$ cat config.mk
export PLATFORM = sky130hd
export DESIGN_NAME = iop_bus
export DESIGN_NICKNAME = d
export VERILOG_FILES = /design/src/iop_pkg.sv /design/src/iop_bus.sv
export VERILOG_INCLUDE_DIRS = /design/src /design/src/src
export SDC_FILE = /design/constraint.sdc
export NUM_CORES = 1
export LEC_CHECK = 0
export BUFFER_PORTS_ARGS = -buffer_cell sky130_fd_sc_hd__buf_2
export CAP_MARGIN = 40
export CORE_UTILIZATION = 43
export CTS_CLUSTER_DIAMETER = 40
export DETAILED_ROUTE_END_ITERATION = 8
export PLACE_DENSITY = 0.77
export SLEW_MARGIN = 20
export SYNTH_ARGS = -nofsm -noshare
export SYNTH_HDL_FRONTEND = slang
export SYNTH_SLANG_ARGS = --single-unit
$ cat constraint.sdc
create_clock -name sys_clk -period 1.5 [get_ports sys_clk]
set_clock_uncertainty 0.2 [all_clocks]
set_input_delay 0.225 -clock sys_clk [delete_from_list [all_inputs] [get_ports sys_clk]]
set_output_delay 0.225 -clock sys_clk [all_outputs]
set_load 0.1 [all_outputs]
$ cat src/iop_defines.svh
// iop_defines.svh: constants of the i/o port bus cycle engine
// assumes inclusion by the package and the design file only
`ifndef IOP_DEFINES_SVH
`define IOP_DEFINES_SVH
`define IOP_ADDR_W        16
`define IOP_DATA_W        16
`define IOP_PORT_W        4
`define IOP_PORT_COUNT    16
`define IOP_ADDR_HI_RST   12'h000
`define IOP_DATA_RST      16'h0000
`define IOP_CTL_IDLE      5'h1F
`endif

$ cat src/iop_pkg.sv
// iop_pkg.sv: types of the i/o port bus cycle engine
// assumes iop_defines.svh is on the include path
`include "iop_defines.svh"
package iop_pkg;
  typedef enum logic [1:0]
  {
    IOP_SPACE_PROG = 2'h0,
    IOP_SPACE_DATA = 2'h1,
    IOP_SPACE_IO   = 2'h2
  } iop_space_t;

  // one request from the core: which space, direction, address, data
  typedef struct packed
  {
    iop_space_t                space;
    logic                      write;
    logic [`IOP_ADDR_W-1:0]    addr;
    logic [`IOP_DATA_W-1:0]    wdata;
  } iop_req_t;

  // external bus control pins, all active low except rd_wr (high = read)
  typedef struct packed
  {
    logic program_space_select_n;
    logic data_space_select_n;
    logic io_space_select_n;
    logic bus_strobe_n;
    logic rd_wr;
  } iop_ctl_t;
endpackage

$ cat src/iop_bus.sv
// iop_bus.sv: external bus cycle engine for program, data and i/o spaces
// assumes the core holds req stable from req_valid until req_ready;
// ready pin comes from external decode logic, asynchronous to sys_clk
//
// Overview of operation
// - io_space_select_n goes low from the first cycle of every i/o cycle.
// - i/o cycles use identical strobe, direction and wait timing as memory.
// - sixteen input and sixteen output ports reachable by in/out requests.
// - port number sits on the four low address lines during i/o cycles.
// - in requests make i/o read cycles; out requests make i/o write cycles.
// - slow peripherals hold ready low; the cycle waits until ready rises.
`timescale 1ns/1ps
`include "iop_defines.svh"
module iop_bus
(
  // clock, reset, enable
  input  wire logic                   sys_clk,
  input  wire logic                   rst,
  input  wire logic                   clk_en,
  // core side
  input  wire logic                   req_valid,
  input  wire iop_pkg::iop_req_t      req,
  output logic                        req_ready,
  output logic [`IOP_DATA_W-1:0]      rdata,
  // i/o instruction side: port index only
  input  wire logic                   port_valid,
  input  wire logic                   port_write,
  input  wire logic [`IOP_PORT_W-1:0] port_num,
  input  wire logic [`IOP_DATA_W-1:0] port_wdata,
  output logic                        port_ready,
  // external bus
  output logic [`IOP_ADDR_W-1:0]      addr,
  output logic [`IOP_DATA_W-1:0]      data_out,
  output logic                        data_oe,
  input  wire logic [`IOP_DATA_W-1:0] data_in,
  output iop_pkg::iop_ctl_t           ctl,
  input  wire logic                   ready
);
  import iop_pkg::*;

  // ------------------------------------------------------------
  // state
  // ------------------------------------------------------------
  typedef enum logic [2:0]
  {
    IOP_IDLE   = 3'h1,
    IOP_SETUP  = 3'h2,
    IOP_STROBE = 3'h4
  } iop_state_t;

  iop_state_t state;
  iop_req_t   cur;
  logic       cur_port;
  logic [2:0] rdy_sync;
  logic       rdy;
  iop_req_t   next_req;
  logic       take;

  // ------------------------------------------------------------
  // ready pin synchroniser
  // ------------------------------------------------------------
  // held until the last two stages agree so a glitch cannot end a cycle
  always_ff @(posedge sys_clk)
  begin
    if (rst)
    begin
      rdy_sync <= 3'h0;
      rdy      <= 1'b0;
    end
    else if (clk_en)
    begin
      // restart at every cycle end so a ready left over from the last
      // peripheral cannot end the next cycle early; a one-cycle leftover
      // is rejected by the agreement test
      if (state == IOP_STROBE && rdy)
      begin
        rdy_sync <= 3'h0;
        rdy      <= 1'b0;
      end
      else
      begin
        rdy_sync <= {rdy_sync[1:0], ready};
        if (rdy_sync[2] == rdy_sync[1])
          rdy <= rdy_sync[1];
      end
    end
  end

  // ------------------------------------------------------------
  // request selection
  // ------------------------------------------------------------
  always_comb
  begin
    next_req = req;
    if (port_valid)
    begin
      next_req.space = IOP_SPACE_IO;
      next_req.write = port_write;
      next_req.addr  = {`IOP_ADDR_HI_RST, port_num};
      next_req.wdata = port_wdata;
    end
  end

  // port requests win; memory request waits until the port cycle ends
  assign take       = clk_en && (state == IOP_IDLE) && (port_valid || req_valid);
  assign req_ready  = clk_en && (state == IOP_STROBE) && rdy && !cur_port;
  assign port_ready = clk_en && (state == IOP_STROBE) && rdy && cur_port;

  // ------------------------------------------------------------
  // cycle sequencer
  // ------------------------------------------------------------
  // one shared sequence for every space keeps i/o timing identical
  always_ff @(posedge sys_clk)
  begin
    if (rst)
    begin
      state    <= IOP_IDLE;
      cur      <= '0;
      cur_port <= 1'b0;
    end
    else if (clk_en)
    begin
      unique case (state)
        IOP_IDLE:
        begin
          if (take)
          begin
            cur      <= next_req;
            cur_port <= port_valid;
            state    <= IOP_SETUP;
          end
        end
        IOP_SETUP:
          state <= IOP_STROBE;
        IOP_STROBE:
        begin
          if (rdy)
            state <= IOP_IDLE;
        end
      endcase
    end
  end

  // ------------------------------------------------------------
  // bus pins
  // ------------------------------------------------------------
  always_ff @(posedge sys_clk)
  begin
    if (rst)
    begin
      addr     <= '0;
      data_out <= `IOP_DATA_RST;
      data_oe  <= 1'b0;
      ctl      <= `IOP_CTL_IDLE;
      rdata    <= `IOP_DATA_RST;
    end
    else if (clk_en)
    begin
      if (take)
      begin
        addr     <= next_req.addr;
        data_out <= next_req.wdata;
        data_oe  <= next_req.write;
        ctl.rd_wr <= !next_req.write;
        ctl.program_space_select_n <= (next_req.space != IOP_SPACE_PROG);
        ctl.data_space_select_n    <= (next_req.space != IOP_SPACE_DATA);
        ctl.io_space_select_n      <= (next_req.space != IOP_SPACE_IO);
      end
      else if (state == IOP_SETUP)
        ctl.bus_strobe_n <= 1'b0;
      else if (state == IOP_STROBE && rdy)
      begin
        ctl <= `IOP_CTL_IDLE;
        data_oe <= 1'b0;
        if (!cur.write)
          rdata <= data_in;
      end
    end
  end

  // ------------------------------------------------------------
  // checks
  // ------------------------------------------------------------
  a_io_select_first: assert property (@(posedge sys_clk) disable iff (rst)
    (take && port_valid) |=> !ctl.io_space_select_n && ctl.bus_strobe_n)
    else $error("i/o select not low at cycle start");
  a_port_on_addr: assert property (@(posedge sys_clk) disable iff (rst)
    (take && port_valid) |=> addr[`IOP_PORT_W-1:0] == $past(port_num))
    else $error("port number missing on low address");
  a_dir_matches: assert property (@(posedge sys_clk) disable iff (rst)
    (take && port_valid) |=> ctl.rd_wr == !$past(port_write) && data_oe == $past(port_write))
    else $error("in/out direction wrong");
  a_strobe_timing: assert property (@(posedge sys_clk) disable iff (rst)
    (take && clk_en) ##1 clk_en |=> !ctl.bus_strobe_n)
    else $error("strobe not low one cycle after setup");
  a_wait_ready: assert property (@(posedge sys_clk) disable iff (rst)
    (state == IOP_STROBE && !rdy) |=> state == IOP_STROBE && !ctl.bus_strobe_n)
    else $error("cycle ended without ready");
  a_one_space: assert property (@(posedge sys_clk) disable iff (rst)
    !ctl.io_space_select_n |-> ctl.program_space_select_n && ctl.data_space_select_n)
    else $error("two spaces selected");
  a_port_addr_hi: assert property (@(posedge sys_clk) disable iff (rst)
    (take && port_valid) |=> addr[`IOP_ADDR_W-1:`IOP_PORT_W] == `IOP_ADDR_HI_RST)
    else $error("upper address bits not zero in port cycle");
  a_wait_holds: assert property (@(posedge sys_clk) disable iff (rst)
    (state == IOP_STROBE && !rdy) |=> $stable(addr) && $stable(ctl) && $stable(data_out))
    else $error("bus changed during wait state");
  a_strobe_in_space: assert property (@(posedge sys_clk) disable iff (rst)
    !ctl.bus_strobe_n |-> !(&{ctl.program_space_select_n, ctl.data_space_select_n,
                              ctl.io_space_select_n}))
    else $error("strobe low with no space selected");
  a_end_release: assert property (@(posedge sys_clk) disable iff (rst)
    (state == IOP_STROBE && rdy && clk_en) |=> ctl.bus_strobe_n && ctl.io_space_select_n
      && !data_oe)
    else $error("bus not released after cycle end");
  a_fresh_ready: assert property (@(posedge sys_clk) disable iff (rst)
    (state == IOP_STROBE && rdy && clk_en) |=> !rdy)
    else $error("ready kept across cycles");
  a_one_done: assert property (@(posedge sys_clk) disable iff (rst)
    !(req_ready && port_ready))
    else $error("both ready outputs high");
endmodule

==> out/qor.csv <==
stage,metric,value,unit
timing,final number of setup-violating endpoints,58,
floorplanning,core area,0.00679,mm^2
status,status,"finished, violations left",
clocking,clk buf depth,2,
global_routing,vias in the first global route,3566,
synth,Post-Syn Nets,389,
clocking,Clock transition at path regs,0.08,ns
synth,"flops & latches, synth",63,
power_and_ir_drop,Pwr Total,4910,uW
clocking,CTS buffer count,9,
drt,Iter 0 DRT Violations,208,
power_and_ir_drop,Clk pwr share,31.1,%
power_and_ir_drop,combinational power share,31.5,%
timing,worst-margin pin slew,0.486,ns
place,detailed placer's ending HPWL,6300,um
clocking,H-tree lvl count,3,
floorplanning,Ports,134,
power_and_ir_drop,P_leak,0.00220,uW
drt,DRC viols,0,
cells_and_area,Layout fillers,353,
power_and_ir_drop,VDD IR max,0.577,mV
cells_and_area,final core occ,80.7,%
cells_and_area,share of cells above drive strength 1,63.5,%
cells_and_area,Antenna Cells,0,
global_routing,initial antenna violation count,0,
place,I/O Buffers,133,
synth,Mapped Cells,311,
power_and_ir_drop,Psw,1720,uW
setup_path,WS Path Type,flop to flop,
power_and_ir_drop,Pint,3190,uW
floorplanning,Initial Util,44.7,%
timing,setup repair after global routing missed its margin,yes,
floorplanning,Die ar.,0.00740,mm^2
floorplanning,Die Y,86.0,um
drt,via density per instance,5.84,
timing,period utilization,121,%
synth,top cell type by total area after synthesis,dfxtp_1,
floorplanning,row count,30,
global_routing,GRT Residual Overflow,0,
clocking,worst skew pair latency,0.36,ns
setup_path,CP startpoint kind,flop,
synth,yosys warns,0,
global_routing,global-route wire length before repair,17200,um
cells_and_area,area grow syn2layout,80.5,%
synth,Syn Area/Cell,9.76,um^2
timing,post-route minimum period,1.81,ns
cells_and_area,Final #Nets,580,
synth,Mapped Area,0.00304,mm^2
synth,ys flop type,dfxtp_1,
clocking,CTS tree,done,
timing,Max Clock Freq,551,MHz
synth,"Seq/Total Area, Yosys",41.5,%
setup_path,Critical Path AT,1.88,ns
drt,ANT nets after route,0,
timing,setup ws final,-0.315,ns
flow_run,maxcap violations,0,
setup_path,CP required,1.57,ns
drt,1st-pass router iterations,4,
global_routing,largest net degree at the start of global routing,33,
global_routing,gr usage total,30.5,%
synth,Netlist cell types,46,
setup_path,Critical Path Fanout Max,7,
clocking,Sink Count,63,
floorplanning,Die Wd,86.0,um
power_and_ir_drop,Seq pwr share,37.4,%
timing,slew margin rel.,67.6,%
timing,"Slew Viols, Final",0,
drt,WL/cell,20.8,um
drt,routed via count,3519,
synth,Yosys top cell area share,41.5,%
synth,Area contributors post-synth,"dfxtp_1 42%, a21oi_1 7.9%, mux2i_1 6.6%, a211oi_2 5.8%, nand4b_1 4.6%",
status,failing checks,setup timing,
timing,endpoints failing hold,0,
synth,ys async rst share,0,%
setup_path,CP Capture Type,flop,
power_and_ir_drop,sw frac,35.1,%
drt,total wire length,12600,um
place,placer congestion estimate,0.745,
clocking,Root Driver,clkbuf_8,
power_and_ir_drop,P per Cell Area,896,mW/mm^2
synth,number of flops mapped to enable cells by yosys,0,
min_path,HP Class,primary input to flop,
[cell usage after synthesis (all sizes together), types with 3 or more instances]
master	count
a211oi	20
a21oi	62
buf	23
clkbuf	15
dfxtp	63
inv	4
mux2i	20
nand2	3
nand2b	7
nand3	4
nand4	12
nand4b	16
nor3	3
o21ai	16
o31ai	16
[cell type report]
type | instances | area (um^2) | share of cell area (%)
multi-input combinational | 206 | 1870 | 34.2
tap | 96 | 120 | 2.19
clock buffer | 13 | 149 | 2.72
sequential | 63 | 1310 | 23.9
inverter | 4 | 15.0 | 0.274
clock inverter | 3 | 42.5 | 0.776
timing repair buffer | 218 | 1970 | 36.0
[worst paths after layout]
kind | start | endpoint | slack, ns | depth (start not counted)
max | state[0] | addr[12] | -0.31 | 7
max reg2reg | state[0] | addr[12] | -0.31 | 7
min | req[18] | addr[2] | 0.04 | 3
min reg2reg | rdata[8] | rdata[8] | 0.27 | 2
[worst max-delay path: stages (launching register included)]
cell and delay (ns):
dfxtp_4 0.37, buf_4 0.11, buf_6 0.10, and4bb_4 0.36
buf_6 0.17, buf_16 0.13, nand4_1 0.12, a21oi_1 0.18
[power groups by stage]
| stage | Clock [uW] | Sequential (uW) | Combinational, uW |
|---|---|---|---|
| 2_1_floorplan | 0 | 2270 | 381 |
| 3_3_place_gp | 0 | 1860 | 1210 |
| 3_5_place_dp | 0 | 1860 | 1220 |
| 4_1_cts | 1480 | 1820 | 1450 |
| 5_1_grt | 1600 | 1840 | 1600 |
| 6_report | 1530 | 1840 | 1550 |
[sequential cells by signal, indices dropped and copies added, names as in the netlist]
signal / flops
cur_port: 1
rdy_sync: 3
addr: 16
rdy: 1
cur: 1
data_out: 16
data_oe: 1
ctl: 5
state: 3
rdata: 16
[metrics by stage]
| step | cells | setup slack, ns | setup TNS, ns | hold slack, ns | cell area (um^2) |
|---|---|---|---|---|---|
| floorplan | 311 | -0.563 | -0.631 | 0.143 | 3120 |
| global placement | 539 | -0.0943 | -0.579 | 0.249 | 4310 |
| detailed placement | 539 | -0.140 | -2.33 | 0.254 | 4310 |
| CTS | 604 | -0.236 | -1.66 | 0.0241 | 5260 |
| global route | 603 | -0.337 | -10.17 | 0.0508 | 5480 |
| finish | 603 | -0.315 | -8.21 | 0.0444 | 5480 |
[cell usage in the layout (no fill, tap or decap), types with 2 or more instances in the layout]
cell type       n
a32oi_1         2
clkbuf_8       10
dfxtp_1        31
a21oi_4         2
o21ai_0         2
o21ai_1         3
nand4_1        12
o31ai_2        12
a21oi_1        33
buf_2          77
o21ai_2         9
buf_16          2
a211oi_2       19
nand3_1         3
dlygate4sd3_1  31
nand4bb_4       2
clkbuf_1        3
nand4b_1       16
inv_1           4
a21oi_2        27
dfxtp_2        29
dfxtp_4         3
buf_4          66
o21ai_4         2
buf_6          13
nand2_1         3
buf_12         27
a21o_1          2
mux2i_1        20
nand2b_1        6
o31ai_1         3
[cells by family after synthesis]
family,Yosys count,synth area share [%]
DFF,63,41.5
and+or+nand+nor,59,14.5
AOI/OAI and AO/OA,126,29.2
buffers and inverters,42,7.79
muxes,21,6.97
[repair_timing]
action	4_1_cts	5_1_grt
resized for setup	76	67
pin swaps	24	28
gates cloned	4	1
hold buffers	31	0
hold endpoints to repair	32	0
setup endpoints to repair	75	65
setup buffers	15	2
[metal layers]
layer  part of all wire, %  global-route usage (%)
met5                     0                       0
met4                   3.2                    13.6
met3                   7.5                    8.28
met2                    52                    55.5
met1                    37                    32.8
(Power assumes the default switching activity.)
